## src/design/xbus_params.svh

```systemverilog
/*
  Constants of the external memory bus pin logic: bus phases, power-down pin
  filter counts, strap settle count and port fill values.
  Assumes one 125 MHz core clock, which is also the oscillator period.
*/
`ifndef XBUS_PARAMS_SVH
`define XBUS_PARAMS_SVH
// Phase of a three-period bus slot
`define XBUS_PH_ADDR 2'h0
`define XBUS_PH_STROBE 2'h1
`define XBUS_PH_LAST 2'h2
// One machine cycle and the power-down threshold, in core clocks
`define XBUS_MC_CLKS 8'h06
`define XBUS_PD_CLKS 8'h0C
// Edges before the synchronised strap is valid
`define XBUS_STRAP_SETTLE 2'h2
// Port fill values
`define XBUS_ONES 8'hFF
`define XBUS_ZEROS 8'h00
`endif

```

## src/design/xbus_pkg.sv

```systemverilog
/*
  Types of the external memory bus pin logic: operations, slot kinds,
  request word and the registered pin image.
  Assumes nothing beyond SystemVerilog packed types.
*/
package xbus_pkg;
  // Operation asked by the core
  typedef enum logic [1:0] {XBUS_OP_FETCH, XBUS_OP_READ, XBUS_OP_WRITE} xbus_op_t;
  // Kind of the current three-period slot
  typedef enum logic [2:0] {SLOT_IDLE, SLOT_INT, SLOT_FETCH, SLOT_DADDR, SLOT_DXFER} xbus_slot_t;
  // One core request
  typedef struct packed {
    xbus_op_t op;
    logic wide;
    logic internal_src;
    logic [15:0] addr;
    logic [7:0] wdata;
  } xbus_req_t;
  // Image of every driven pin
  typedef struct packed {
    logic [7:0] high_out;
    logic [7:0] high_oe;
    logic [7:0] low_out;
    logic [7:0] low_oe;
    logic ale;
    logic strobe_n;
  } xbus_pins_t;
endpackage : xbus_pkg

```

## src/design/xbus_pd_filter.sv

```systemverilog
/*
  Power-down pin filter: times how long the pin stays low and turns that
  into a reset pulse or a power-down level.
  Assumes the pin is asynchronous and the core clock keeps running.
*/
`timescale 1ns/10ps
`include "xbus_params.svh"
module xbus_pd_filter (
  // Clock and reset
  input wire logic core_clk_in,
  input wire logic sys_rst_in,
  // Pin, active low
  input wire logic pd_pin_n_in,
  // Results
  output logic hw_reset_out,
  output logic powerdown_out
);
  logic s1_r; // First synchroniser stage
  logic s2_r; // Second stage, the only one read
  logic [7:0] low_cnt_r; // Clocks spent low, saturating

  // Two-stage synchroniser, idles high
  always_ff @(posedge core_clk_in or posedge sys_rst_in) begin
    if (sys_rst_in) begin
      s1_r <= 1'b1;
      s2_r <= 1'b1;
    end else begin
      s1_r <= pd_pin_n_in;
      s2_r <= s1_r;
    end
  end

  // Low-time counter, cleared when the pin returns high
  always_ff @(posedge core_clk_in or posedge sys_rst_in) begin
    if (sys_rst_in) begin
      low_cnt_r <= 8'h00;
    end else if (s2_r) begin
      low_cnt_r <= 8'h00;
    end else if (low_cnt_r != `XBUS_PD_CLKS) begin
      low_cnt_r <= low_cnt_r + 8'h01;
    end
  end

  // reset on release
  // A release after a long low also wakes with a reset
  always_ff @(posedge core_clk_in or posedge sys_rst_in) begin
    if (sys_rst_in) begin
      hw_reset_out <= 1'b0;
    end else begin
      hw_reset_out <= s2_r && (low_cnt_r >= `XBUS_MC_CLKS);
    end
  end

  always_ff @(posedge core_clk_in or posedge sys_rst_in) begin
    if (sys_rst_in) begin
      powerdown_out <= 1'b0;
    end else begin
      powerdown_out <= !s2_r && (low_cnt_r == `XBUS_PD_CLKS);
    end
  end

  chk_pd_reset_pulse: assert property (@(posedge core_clk_in) disable iff (sys_rst_in)
    (s2_r && low_cnt_r >= `XBUS_MC_CLKS) |=> hw_reset_out ##1 !hw_reset_out)
    else $error("Power-down pin release gave no single reset pulse");
  chk_pd_enter: assert property (@(posedge core_clk_in) disable iff (sys_rst_in)
    (!s2_r && low_cnt_r == `XBUS_PD_CLKS) |=> powerdown_out)
    else $error("Long power-down pin low did not enter power-down");
endmodule : xbus_pd_filter

```

## src/design/xbus_pins.sv

```systemverilog
/*
  External memory bus pin logic: slot sequencer, address latch and program
  strobes, high and low port drive, strap latch, flash programming enable.
  Assumes the core offers one request at a time and holds it until taken,
  and that the board resolves each port wire from its output enable.
*/
`timescale 1ns/10ps
`include "xbus_params.svh"
module xbus_pins
  import xbus_pkg::*;
(
  // Clock and reset
  input wire logic core_clk_in,
  input wire logic sys_rst_in,
  // Board pins in
  input wire logic hw_powerdown_pin_n_in,
  input wire logic external_fetch_select_in,
  input wire logic flash_program_pin_in,
  input wire logic [7:0] low_port_pins_in,
  // Core side
  input wire logic flash_program_bit_in,
  input wire logic [7:0] high_port_latch_in,
  input wire logic [7:0] low_port_latch_in,
  input wire logic req_valid_in,
  input wire xbus_req_t req_in,
  // Board pins out
  output logic [7:0] high_port_out,
  output logic [7:0] high_port_oe_out,
  output logic [7:0] low_port_out,
  output logic [7:0] low_port_oe_out,
  output logic ale_out,
  output logic prog_store_strobe_n_out,
  // Core answers and status
  output logic req_taken_out,
  output logic rsp_valid_out,
  output logic [7:0] rsp_data_out,
  output logic fetch_external_out,
  output logic flash_prog_enable_out,
  output logic powerdown_out,
  output logic hw_reset_out
);
  logic [1:0] phase_r; // Position in the current slot
  logic [1:0] phase_nxt; // Position after this edge
  xbus_slot_t slot_r; // Current slot kind
  xbus_slot_t slot_nxt; // Kind of the slot that follows
  xbus_slot_t slot_up; // Kind seen after this edge
  xbus_req_t req_r; // Request owning the current slot
  xbus_req_t req_nxt; // Request for the next slot
  xbus_req_t req_up; // Request seen after this edge
  logic take_nxt; // A request is taken at this edge
  xbus_pins_t pins_r; // Registered pin image
  logic cap_pend_r; // Read data waits in the synchroniser
  logic rsp_valid_r; // Answer pulse
  logic [7:0] rsp_data_r; // Answer byte
  logic taken_r; // Take pulse
  logic strap_s1_r; // Strap synchroniser, first stage
  logic strap_s2_r; // Strap synchroniser, second stage
  logic [1:0] strap_cnt_r; // Settle counter after reset
  logic strap_ready_r; // Strap has been caught
  logic fetch_ext_r; // Fetches not marked internal go outside
  logic fp_s1_r; // Flash pin, first stage
  logic fp_s2_r; // Flash pin, second stage
  logic flash_en_r; // Flash programming mode
  logic [7:0] lad_s1_r; // Low port read, first stage
  logic [7:0] lad_s2_r; // Low port read, second stage
  logic pd_w; // Power-down level from the filter
  logic hwrst_w; // Reset pulse from the filter
  logic powerdown_r; // Registered power-down
  logic hwrst_r; // Registered reset pulse

  // Power-down pin timing lives in its own module
  xbus_pd_filter u_pd_filter (
    .core_clk_in(core_clk_in),
    .sys_rst_in(sys_rst_in),
    .pd_pin_n_in(hw_powerdown_pin_n_in),
    .hw_reset_out(hwrst_w),
    .powerdown_out(pd_w)
  );

  // Pin image for a slot kind at a phase
  function automatic xbus_pins_t drive_pins(input xbus_slot_t slot, input logic [1:0] ph,
                                            input xbus_req_t rq, input logic [7:0] hi_latch,
                                            input logic [7:0] lo_latch, input logic flash_en);
    xbus_pins_t p;
    p = '0;
    // port mode: latch shown, zeros driven
    p.high_out = hi_latch;
    p.high_oe = ~hi_latch;
    p.low_out = `XBUS_ZEROS;
    p.low_oe = ~lo_latch;
    p.ale = (ph == `XBUS_PH_ADDR) && (slot != SLOT_DXFER);
    p.strobe_n = 1'b1;
    case (slot)
      SLOT_FETCH, SLOT_DADDR, SLOT_DXFER: begin
        if (slot == SLOT_FETCH || rq.wide) begin
          p.high_out = rq.addr[15:8];
          p.high_oe = `XBUS_ONES;
        end
        if (slot != SLOT_DXFER && ph == `XBUS_PH_ADDR) begin
          p.low_out = rq.addr[7:0];
          p.low_oe = `XBUS_ONES;
        end else if (slot == SLOT_DXFER && rq.op == XBUS_OP_WRITE) begin
          p.low_out = rq.wdata;
          p.low_oe = `XBUS_ONES;
        end else begin
          // Turned over so the memory can answer
          p.low_oe = `XBUS_ZEROS;
        end
        if (ph != `XBUS_PH_ADDR && slot == SLOT_FETCH) begin
          p.strobe_n = 1'b0;
        end
        if (ph != `XBUS_PH_ADDR && slot == SLOT_DXFER && rq.op == XBUS_OP_READ && flash_en) begin
          p.strobe_n = 1'b0;
        end
      end
      default: begin
        // Idle and internal slots keep port mode
      end
    endcase
    return p;
  endfunction : drive_pins

  // Phase advance, three periods per slot
  always_comb begin
    phase_nxt = (phase_r == `XBUS_PH_LAST) ? `XBUS_PH_ADDR : phase_r + 2'h1;
  end

  // Choice of the next slot
  always_comb begin
    slot_nxt = SLOT_IDLE;
    req_nxt = req_r;
    take_nxt = 1'b0;
    if (slot_r == SLOT_DADDR) begin
      // Data moves always use two slots
      slot_nxt = SLOT_DXFER;
    end else if (req_valid_in && strap_ready_r && !pd_w) begin
      take_nxt = (phase_r == `XBUS_PH_LAST);
      req_nxt = req_in;
      if (req_in.op != XBUS_OP_FETCH) begin
        slot_nxt = SLOT_DADDR;
      end else if (req_in.internal_src || !fetch_ext_r) begin
        slot_nxt = SLOT_INT;
      end else begin
        slot_nxt = SLOT_FETCH;
      end
    end
    slot_up = (phase_r == `XBUS_PH_LAST) ? slot_nxt : slot_r;
    req_up = (phase_r == `XBUS_PH_LAST) ? req_nxt : req_r;
  end

  // Slot sequencer; a filter reset restarts it
  always_ff @(posedge core_clk_in or posedge sys_rst_in) begin
    if (sys_rst_in) begin
      phase_r <= `XBUS_PH_LAST;
      slot_r <= SLOT_IDLE;
      req_r <= '0;
    end else if (hwrst_w) begin
      phase_r <= `XBUS_PH_LAST;
      slot_r <= SLOT_IDLE;
    end else begin
      phase_r <= phase_nxt;
      slot_r <= slot_up;
      req_r <= req_up;
    end
  end

  // Registered pins, phase-aligned with the sequencer
  always_ff @(posedge core_clk_in or posedge sys_rst_in) begin
    if (sys_rst_in) begin
      pins_r <= '{high_out: 8'h00, high_oe: 8'h00, low_out: 8'h00, low_oe: 8'h00, ale: 1'b0, strobe_n: 1'b1};
    end else if (pd_w || hwrst_w) begin
      pins_r <= '{high_out: 8'h00, high_oe: 8'h00, low_out: 8'h00, low_oe: 8'h00, ale: 1'b0, strobe_n: 1'b1};
    end else begin
      pins_r <= drive_pins(slot_up, phase_nxt, req_up, high_port_latch_in, low_port_latch_in, flash_en_r);
    end
  end

  // Low port read path; a wide bus through two stages is safe here
  // only because the memory holds its byte for a short time after the strobe rises
  always_ff @(posedge core_clk_in or posedge sys_rst_in) begin
    if (sys_rst_in) begin
      lad_s1_r <= 8'h00;
      lad_s2_r <= 8'h00;
    end else begin
      lad_s1_r <= low_port_pins_in;
      lad_s2_r <= lad_s1_r;
    end
  end

  // Read capture two edges after the strobe slot ends
  always_ff @(posedge core_clk_in or posedge sys_rst_in) begin
    if (sys_rst_in) begin
      cap_pend_r <= 1'b0;
      rsp_valid_r <= 1'b0;
      rsp_data_r <= 8'h00;
    end else begin
      rsp_valid_r <= 1'b0;
      if (hwrst_w) begin
        cap_pend_r <= 1'b0;
      end else if (phase_r == `XBUS_PH_LAST &&
                   (slot_r == SLOT_FETCH || (slot_r == SLOT_DXFER && req_r.op == XBUS_OP_READ))) begin
        cap_pend_r <= 1'b1;
      end else if (phase_r == `XBUS_PH_STROBE && cap_pend_r) begin
        cap_pend_r <= 1'b0;
        rsp_valid_r <= 1'b1;
        rsp_data_r <= lad_s2_r;
      end
    end
  end

  // Take pulse to the core
  always_ff @(posedge core_clk_in or posedge sys_rst_in) begin
    if (sys_rst_in) begin
      taken_r <= 1'b0;
    end else begin
      taken_r <= take_nxt && !hwrst_w;
    end
  end

  // Strap synchroniser
  always_ff @(posedge core_clk_in or posedge sys_rst_in) begin
    if (sys_rst_in) begin
      strap_s1_r <= 1'b0;
      strap_s2_r <= 1'b0;
    end else begin
      strap_s1_r <= external_fetch_select_in;
      strap_s2_r <= strap_s1_r;
    end
  end

  // strap caught after reset
  // Requests wait until then, so no fetch uses a stale strap
  always_ff @(posedge core_clk_in or posedge sys_rst_in) begin
    if (sys_rst_in) begin
      strap_cnt_r <= 2'h0;
      strap_ready_r <= 1'b0;
      fetch_ext_r <= 1'b1;
    end else if (hwrst_w) begin
      strap_cnt_r <= 2'h0;
      strap_ready_r <= 1'b0;
    end else if (strap_cnt_r != `XBUS_STRAP_SETTLE) begin
      strap_cnt_r <= strap_cnt_r + 2'h1;
    end else if (!strap_ready_r) begin
      strap_ready_r <= 1'b1;
      fetch_ext_r <= !strap_s2_r;
    end
  end

  // Flash pin synchroniser
  always_ff @(posedge core_clk_in or posedge sys_rst_in) begin
    if (sys_rst_in) begin
      fp_s1_r <= 1'b0;
      fp_s2_r <= 1'b0;
    end else begin
      fp_s1_r <= flash_program_pin_in;
      fp_s2_r <= fp_s1_r;
    end
  end

  always_ff @(posedge core_clk_in or posedge sys_rst_in) begin
    if (sys_rst_in) begin
      flash_en_r <= 1'b0;
    end else begin
      flash_en_r <= fp_s2_r && flash_program_bit_in;
    end
  end

  // Status copies
  always_ff @(posedge core_clk_in or posedge sys_rst_in) begin
    if (sys_rst_in) begin
      powerdown_r <= 1'b0;
      hwrst_r <= 1'b0;
    end else begin
      powerdown_r <= pd_w;
      hwrst_r <= hwrst_w;
    end
  end

  // Ports straight from flip-flops
  assign high_port_out = pins_r.high_out;
  assign high_port_oe_out = pins_r.high_oe;
  assign low_port_out = pins_r.low_out;
  assign low_port_oe_out = pins_r.low_oe;
  assign ale_out = pins_r.ale;
  assign prog_store_strobe_n_out = pins_r.strobe_n;
  assign req_taken_out = taken_r;
  assign rsp_valid_out = rsp_valid_r;
  assign rsp_data_out = rsp_data_r;
  assign fetch_external_out = fetch_ext_r;
  assign flash_prog_enable_out = flash_en_r;
  assign powerdown_out = powerdown_r;
  assign hw_reset_out = hwrst_r;

  chk_high_addr_drive: assert property (@(posedge core_clk_in) disable iff (sys_rst_in || pd_w || powerdown_r)
    (slot_r == SLOT_FETCH || (slot_r inside {SLOT_DADDR, SLOT_DXFER} && req_r.wide))
    |-> (pins_r.high_out == req_r.addr[15:8]) && (pins_r.high_oe == 8'hFF))
    else $error("High port not driving the address byte");
  chk_high_latch_show: assert property (@(posedge core_clk_in) disable iff (sys_rst_in || pd_w || powerdown_r)
    (slot_r inside {SLOT_DADDR, SLOT_DXFER} && !req_r.wide && $stable(high_port_latch_in))
    |-> pins_r.high_oe == ~high_port_latch_in && pins_r.high_out == high_port_latch_in)
    else $error("High port not showing its latch on narrow access");
  chk_fetch_strobe: assert property (@(posedge core_clk_in) disable iff (sys_rst_in || pd_w || powerdown_r)
    (phase_r == `XBUS_PH_ADDR && slot_r == SLOT_FETCH)
    |-> pins_r.strobe_n ##1 !pins_r.strobe_n ##1 !pins_r.strobe_n)
    else $error("Program strobe shape wrong on fetch");
  chk_data_no_strobe: assert property (@(posedge core_clk_in) disable iff (sys_rst_in || pd_w || powerdown_r)
    (slot_r inside {SLOT_DADDR, SLOT_DXFER} && !flash_en_r && !$past(flash_en_r)) |-> pins_r.strobe_n)
    else $error("Program strobe active on data move");
  chk_int_no_strobe: assert property (@(posedge core_clk_in) disable iff (sys_rst_in || pd_w || powerdown_r)
    (slot_r == SLOT_INT) |-> pins_r.strobe_n && (pins_r.low_oe == ~$past(low_port_latch_in)))
    else $error("Bus activity during internal execution");
  chk_flash_read: assert property (@(posedge core_clk_in) disable iff (sys_rst_in || pd_w || powerdown_r)
    (phase_r == `XBUS_PH_ADDR && slot_r == SLOT_DXFER && req_r.op == XBUS_OP_READ && flash_en_r)
    |=> !pins_r.strobe_n)
    else $error("Flash read strobe missing in programming mode");
  chk_ale_cadence: assert property (@(posedge core_clk_in)
    disable iff (sys_rst_in || pd_w || powerdown_r || hwrst_w || hwrst_r)
    (phase_r == `XBUS_PH_ADDR) |-> (pins_r.ale == (slot_r != SLOT_DXFER)) ##1 !pins_r.ale ##1 !pins_r.ale)
    else $error("Address latch strobe out of cadence");
  chk_strap_latch: assert property (@(posedge core_clk_in) disable iff (sys_rst_in || hwrst_w)
    (strap_cnt_r == `XBUS_STRAP_SETTLE && !strap_ready_r) |=> strap_ready_r && (fetch_ext_r == !$past(strap_s2_r)))
    else $error("Fetch select not latched after reset");
  chk_flash_gate: assert property (@(posedge core_clk_in) disable iff (sys_rst_in)
    !fp_s2_r |=> !flash_en_r)
    else $error("Flash programming enabled with pin low");
  chk_low_write_data: assert property (@(posedge core_clk_in) disable iff (sys_rst_in || pd_w || powerdown_r)
    (slot_r == SLOT_DXFER && req_r.op == XBUS_OP_WRITE)
    |-> pins_r.low_oe == 8'hFF && pins_r.low_out == req_r.wdata)
    else $error("Low port not driving write data");
  chk_pd_float: assert property (@(posedge core_clk_in) disable iff (sys_rst_in)
    $rose(pd_w) |=> (pins_r.high_oe == 8'h00) && (pins_r.low_oe == 8'h00) && powerdown_r)
    else $error("Pins not floating in power-down");
  chk_addr_hold: assert property (@(posedge core_clk_in) disable iff (sys_rst_in || pd_w || powerdown_r)
    (phase_r == `XBUS_PH_ADDR && slot_r inside {SLOT_FETCH, SLOT_DADDR})
    |-> (pins_r.ale && pins_r.low_oe == 8'hFF && pins_r.low_out == req_r.addr[7:0]) ##1 (pins_r.low_oe == 8'h00))
    else $error("Low address not held through the latch strobe");
endmodule : xbus_pins

```

## config.mk

```make
export PLATFORM = sky130hd
export DESIGN_NAME = xbus_pins
export DESIGN_NICKNAME = d
export VERILOG_FILES = /design/src/design/xbus_pkg.sv /design/src/design/xbus_pd_filter.sv /design/src/design/xbus_pins.sv
export VERILOG_INCLUDE_DIRS = /design/src /design/src/design
export SDC_FILE = /design/constraint.sdc
export NUM_CORES = 1
export LEC_CHECK = 0
export ABC_CLOCK_PERIOD_IN_PS = 3550
export BUFFER_PORTS_ARGS = -buffer_cell sky130_fd_sc_hd__clkbuf_2
export CAP_MARGIN = 0
export CORE_ASPECT_RATIO = 1.5
export CORE_MARGIN = 1.5
export CORE_UTILIZATION = 50
export CTS_BUF_LIST = sky130_fd_sc_hd__clkbuf_4
export DETAILED_ROUTE_END_ITERATION = 8
export PLACE_DENSITY = 0.75
export SYNTH_ARGS = -nofsm -noshare
export SYNTH_HDL_FRONTEND = slang
export SYNTH_SLANG_ARGS = --single-unit
```

## constraint.sdc

```tcl
create_clock -name core_clk_in -period 3.55 [get_ports core_clk_in]
set_input_delay 0.355 -clock core_clk_in [delete_from_list [all_inputs] [get_ports core_clk_in]]
set_output_delay 0.355 -clock core_clk_in [all_outputs]
set_load 0.005 [all_outputs]
```

==> Yosys cells after proc, flatten, opt, wreduce, memory -nomap -nowiden <==
Cells that the tools add are included.
{ "totals": {"ff_bits": 117, "in_bits": 59, "elab_cells": 129, "latchBits": 0, "ram_bits": 0, "memories": 0, "out_inout_bits": 48, "mem_bits_ro": 0} }
{ "op_classes": {"div": 0, "bitwise_logic": 7, "add_sub_neg": 3, "shifts": 0, "order_cmp": 1, "eq_ne": 16, "multipliers": 0, "n_reduce_logical": 34, "mux": 34} }
{ "op_table": {"columns": ["op", "count"], "rows": [
  ["28-bit 2-to-1 mux", 3],
  ["34-bit 2-to-1 mux", 1],
  ["16-bit 2-to-1 mux", 2],
  ["32-bit 2-to-1 mux", 1],
  ["8-bit 2-to-1 mux", 4],
  ["8-bit inverter", 2],
  ["1-bit logical AND", 15],
  ["2-bit 2-to-1 mux", 7],
  ["1-bit 2-to-1 mux", 13],
  ["3-bit by 2-bit == test with 1-bit output (second input constant)", 4],
  ["3-bit 2-to-1 mux", 3],
  ["8-bit by 1-bit adder with 8-bit output (second input constant)", 1],
  ["8-bit by 4-bit == test with 1-bit output (second input constant)", 1],
  ["8-bit by 3-bit greater-or-equal comparator with 1-bit output (second input constant)", 1],
  ["8-bit by 4-bit inequality test with 1-bit output (second input constant)", 1],
  ["2-bit nonzero test", 4],
  ["2-bit by 1-bit == test with 1-bit output (second input constant)", 3],
  ["3-bit == test (second input constant)", 2],
  ["3-bit AND reduction", 2],
  ["1-bit logical NOT", 5],
  ["1-bit inverter", 5],
  ["2-bit by 1-bit adder with 2-bit output (second input constant)", 2],
  ["2-bit == test (second input constant)", 2],
  ["1-bit logical OR", 4],
  ["other kinds (7)", 7]
]} }

==> Depth between registers and ports, before layout <==
{ "depth": {"ltp_word": 14, "ltp_mapped": 10, "ltp_nobuf": 6} }

==> By module <==
Synthesis repeated with hierarchy kept, for this count alone.
{ "hier_totals": {"cells_unflattened": 379, "area_unflattened_um2": 4775.8} }
{ "by_module_without_submodules": {"columns": ["mod", "instances", "cells_each", "seq_area_each_um2", "area_per_inst_um2"], "rows": [
  ["xbus_pins", 1, 320, 2606.2, 4172.8],
  ["xbus_pd_filter", 1, 59, 302.8, 603.1]
]} }

==> Least setup slack after synthesis <==
OpenSTA, ideal clock, no wires.
{ "synth_path": {"path_type": "flip-flop to flip-flop", "from": "register phase_r[1]", "to": "register pins_r (netlist bit high_port_out[5])", "path_stages_with_launch": 11, "slack_ns": 1.271, "arrival_ns": 2.160, "t_required_ns": 3.430, "synth_period_minus_slack_ns": 2.279, "n_path_buf": 5, "setup_ns": 0.120, "cell_sequence": "dfstp_2 buf_2 nand2b_1 or3_1 clkbuf_2 a311o_1 buf_6 and2_4 buf_6 buf_8 a31o_1"} }
{ "synth_via": {"elab_chain_cells": 7, "word_cells_on_any_way": 11, "cone_classes": "eq/ne (4); mux (5); reduce/logical (2)"} }
{ "synth_rtl": {"columns": ["item", "line", "text"], "rows": [
  ["start: declaration", "xbus_pins.sv:42", "logic [1:0] phase_r;"],
  ["start signal: assignment", "xbus_pins.sv:154", "phase_r <= `XBUS_PH_LAST;"],
  ["start signal: assignment", "xbus_pins.sv:158", "phase_r <= `XBUS_PH_LAST;"],
  ["start signal: assignment", "xbus_pins.sv:161", "phase_r <= phase_nxt;"],
  ["2-bit == test (no line) (*)", null, null],
  ["3-bit 2-to-1 mux", "xbus_pins.sv:147", "slot_up = (phase_r == `XBUS_PH_LAST) ? slot_nxt : slot_r;"],
  ["3-bit by 2-bit == test with 1-bit output", "xbus_pins.sv:93, xbus_pins.sv:95", null],
  ["1-bit logical OR", "xbus_pins.sv:95", "if (slot == SLOT_FETCH || rq.wide) begin"],
  ["16-bit 2-to-1 mux", "xbus_pins.sv:95", null],
  ["32-bit 2-to-1 mux (*)", "xbus_pins.sv:93", "case (slot)"],
  ["34-bit 2-to-1 mux (*)", "xbus_pins.sv:171", "end else if (pd_w || hwrst_w) begin"],
  ["end signal: assignment", "xbus_pins.sv:170", "pins_r <= '{high_out: 8'h00, high_oe: 8'h00, low_out: 8'h00, low_oe: 8'h00, ale: 1'b0, strobe_n: 1'b1};"],
  ["end signal: assignment", "xbus_pins.sv:172", "pins_r <= '{high_out: 8'h00, high_oe: 8'h00, low_out: 8'h00, low_oe: 8'h00, ale: 1'b0, strobe_n: 1'b1};"],
  ["end signal: assignment", "xbus_pins.sv:174", "pins_r <= drive_pins(slot_up, phase_nxt, req_up, high_port_latch_in, low_port_latch_in, flash_en_r);"],
  ["end: declaration", "xbus_pins.sv:51", "xbus_pins_t pins_r;"]
]} }
Every way passes the cells marked *; elsewhere a longest branch is shown, timed or not.
A chain may end at the register's enable or synchronous reset.

==> Worst setup path in the final report <==
{ "layout_path": {"from": "register phase_r[1]", "to": "register pins_r (netlist bit prog_store_strobe_n_out)"} }
{ "layout_via": {"elab_chain_cells": 9, "word_cells_on_any_way": 19, "cone_classes": "add/sub (1); eq/ne (5); mux (7); reduce/logical (6)"} }
{ "layout_rtl": {"columns": ["item", "line", "text"], "rows": [
  ["2-bit by 1-bit adder with 2-bit output / 2-bit == test (equally long branches)", null, null],
  ["2-bit 2-to-1 mux / 3-bit 2-to-1 mux (equally long branches)", "xbus_pins.sv:125, xbus_pins.sv:147", null],
  ["2-bit nonzero test (no line) / 3-bit == test (equally long branches)", null, null],
  ["1-bit logical AND (3 in a row)", "xbus_pins.sv:112", "if (ph != `XBUS_PH_ADDR && slot == SLOT_DXFER && rq.op == XBUS_OP_READ && flash_en) begin"],
  ["1-bit 2-to-1 mux", "xbus_pins.sv:112", null],
  ["1-bit 2-to-1 mux (*)", "xbus_pins.sv:93", null],
  ["34-bit 2-to-1 mux (*)", "xbus_pins.sv:171", null]
]} }
Marks and branches as above.

==> results.cfg <==
[worst_setup_path]
crit_required_ns = 4.00
r2r-start = phase_r[1]
cp_max_fo = 11
rr_endpoint = prog_store_strobe_n_out
critPathCaptureType = flop
rrSetupSlack_ns = 0.96
reg2reg_depth = 5
startpoint_type = flop
cp_data_arrival_time_ns = 3.03
critical_path_class = reg2reg

[sta]
tns_ns = 0
fin_skew_ns = 0.02195
period_needed_ns = 2.586
finalSetupViolCount = 0
grt_setup_unrepaired = false
fin_ws_ns = 0.9645
min_period_over_period_pct = 72.83
slew_headroom_pct = 31.76
hold_viol_final = 0
worst_slew_pin_slew_ns = 1.024
finalMaxSlewViolations = 0
clock.fmax_mhz = 386.8

[global_route]
grt-ovfl-total = 0
grt_usage_pct = 21.09
grt_pass1_wl_um = 15370
grt_pass1_vias = 3357
antenna_found_initial = 1
grt_max_degree = 87

[detailed_routing]
first_iter_violations = 117
detail_route.wl_per_cell_um = 15.36
finalWirelength_um = 9537
detail-route-antenna-nets = 0
drt_pre_antenna_iters = 4
via_count = 3303
drc = 0
via_per_inst = 5.319

[floorplan]
row_count = 43
die_x_um = 81.93
die_h_um = 121.4
initial_core_util_pct = 51.08
core_area_um2 = 9146
fp.dieArea_um2 = 9945
pin_count = 107

[clock_network]
cts_buffer_depth = 2
clock_latency_ns = 0.53
h-tree-depth = 4
cts_resized = 0
cts_tree = done
clockRootBuffer = clkbuf_4
path_clk_slew_ns = 0.10
clock_sinks = 116
cts_buffers = 17

[status]
status = finished, final reports clean

[logic_synthesis]
yosysSeqAreaShare_pct = 62.27
ys_types = 53
synth-seq-cells = 116
synth_edf_count = 0
syn_nets = 422
syn-cell-area_um2 = 4672
synth.area.top_cells = dfrtp_1, mux2_2, mux2i_1, dfstp_2, nor2_1
ys_warn_count = 0
synth.largest_area_cell = dfrtp_1
yosys-top-cells-count = dfrtp_1, mux2_2, nor2_1, mux2i_1, a21oi_1
yosysMostFrequentCell = dfrtp_1
yosys_most_used_dff = dfrtp_1
postSynth.asyncResetShare_pct = 100.0
synth_top_area_share_pct = 59.45
syn_avg_cell_area_um2 = 13.01
synth_cells = 359

[power]
power_density_nw_per_um2 = 756.7
power_leakage_nw = 2.711
ir_drop_uv = 472.4
pwr-share-clk_pct = 23.6
p_int_mw = 3.052
p_comb_share_pct = 31.7
p_seq_share_pct = 44.7
switching_power_mw = 1.389
p_sw_share_pct = 31.27

[place]
numPortBuffers = 106
hpwl_um = 6443
gp_congestion = 0.8405
place_inst = 561
post-place-ws_ns = 0.9987
placement.cell_area_um2 = 5276

[finish]
final_cell_area_um2 = 5869
nNetsFinal = 558
drive_gt1_share_pct = 37.99
fin_cells = 621
fill_cells = 726
fin_util_pct = 64.17
areaGrowthSynthToFinish_pct = 25.63

[min_path]
hp-class = in2reg
hp-start = flash_program_bit_in
min_to = flash_prog_enable_out
whs_path_depth = 2

[run]
maxCapViolCount = 0
## through the flow
step                      hold WS [ns]  power [mW]
after global placement          0.3323       3.334
after global routing           0.02130       4.755
after detailed placement        0.3362       3.407
after CTS                     0.003907       4.499
final                          0.04435       4.441
after floorplan                 0.3312       2.982
## sequential cells by signal (all words and copies together) (netlist names), 2 cells and up
signal and cells:
high_port_oe_out 8, high_port_out 8, lad_s1_r 8, lad_s2_r 8, low_port_oe_out 8, low_port_out 8
phase_r 2, req_r 27, rsp_data_out 8, slot_r 3, strap_cnt_r 2, u_pd_filter.low_cnt_r 8
## power by group through the flow
stage	sequential, mW	clock (mW)	combinational (mW)
2_1_floorplan	1.97	0	1.01
3_3_place_gp	1.99	0	1.34
3_5_place_dp	2.01	0	1.39
4_1_cts	1.99	1.09	1.42
5_1_grt	2.04	1.14	1.57
6_report	1.99	1.05	1.41
## worst max path at each step
stage	startpoint	endpoint	slack, ns	cells after the start
after floorplan	sys_rst_in	ale_out	0.13	1
after global placement	phase_r[1]	prog_store_strobe_n_out	1.07	5
after detailed placement	phase_r[1]	prog_store_strobe_n_out	1.0	5
after CTS	phase_r[1]	prog_store_strobe_n_out	0.98	5
after global routing	phase_r[1]	prog_store_strobe_n_out	0.81	5
final	phase_r[1]	prog_store_strobe_n_out	0.96	5
## layout by cell type, fill, tap and decap left out, drive strengths merged, types with 6 or more instances in the layout
master       count
clkbuf         124
dfrtp          111
mux2            35
nor2            35
dlygate4sd3     27
mux2i           24
a21oi           21
a211oi           8
o22a             8
inv              8
a31o             8
nand2            7
nor3             6
## worst max-delay path: stages, from the launching register on
cell	delay (ns)
dfstp_2	0.60
nand2b_1	0.26
or3_1	0.56
o211a_1	0.37
nand2b_1	0.34
a2111o_1	0.38
## final cells by class
| class | count | area [um2] | share of cell area, % |
|---|---|---|---|
| clock inverters | 14 | 185.2 | 3.155 |
| well taps | 112 | 140.1 | 2.388 |
| flip-flops and latches | 116 | 2909 | 49.56 |
| multi-input cells | 215 | 1618 | 27.56 |
| clock buffers | 18 | 135.1 | 2.302 |
| inverters | 7 | 28.78 | 0.4903 |
| diodes | 1 | 2.502 | 0.04263 |
| repair buffers | 138 | 850.8 | 14.50 |
## what timing repair did
| action | CTS | global route |
|---|---|---|
| buffers inserted | 0 | 0 |
| hold buffers | 27 | 0 |
| hold endpoints to repair | 27 | 0 |
## cell families (layout without fill, tap and decap cells)
kind of cell	Yosys count	in the layout	share of synthesized area, %
other cells	0	1	0
flops	116	116	62.27
mux	59	59	13.58
xor+xnor	7	7	1.312
compound gates	65	65	9.936
fa+ha+maj	4	4	1.071
simple gates	80	80	8.624
buf+inv	28	177	3.214
## metal layers
layer  part of all wire, %  track usage (%)
met1                    38            22.90
met3                   6.2            7.218
met4                   1.8            9.428
met5                     0                0
met2                    54            36.17
(Power assumes the default switching activity.)
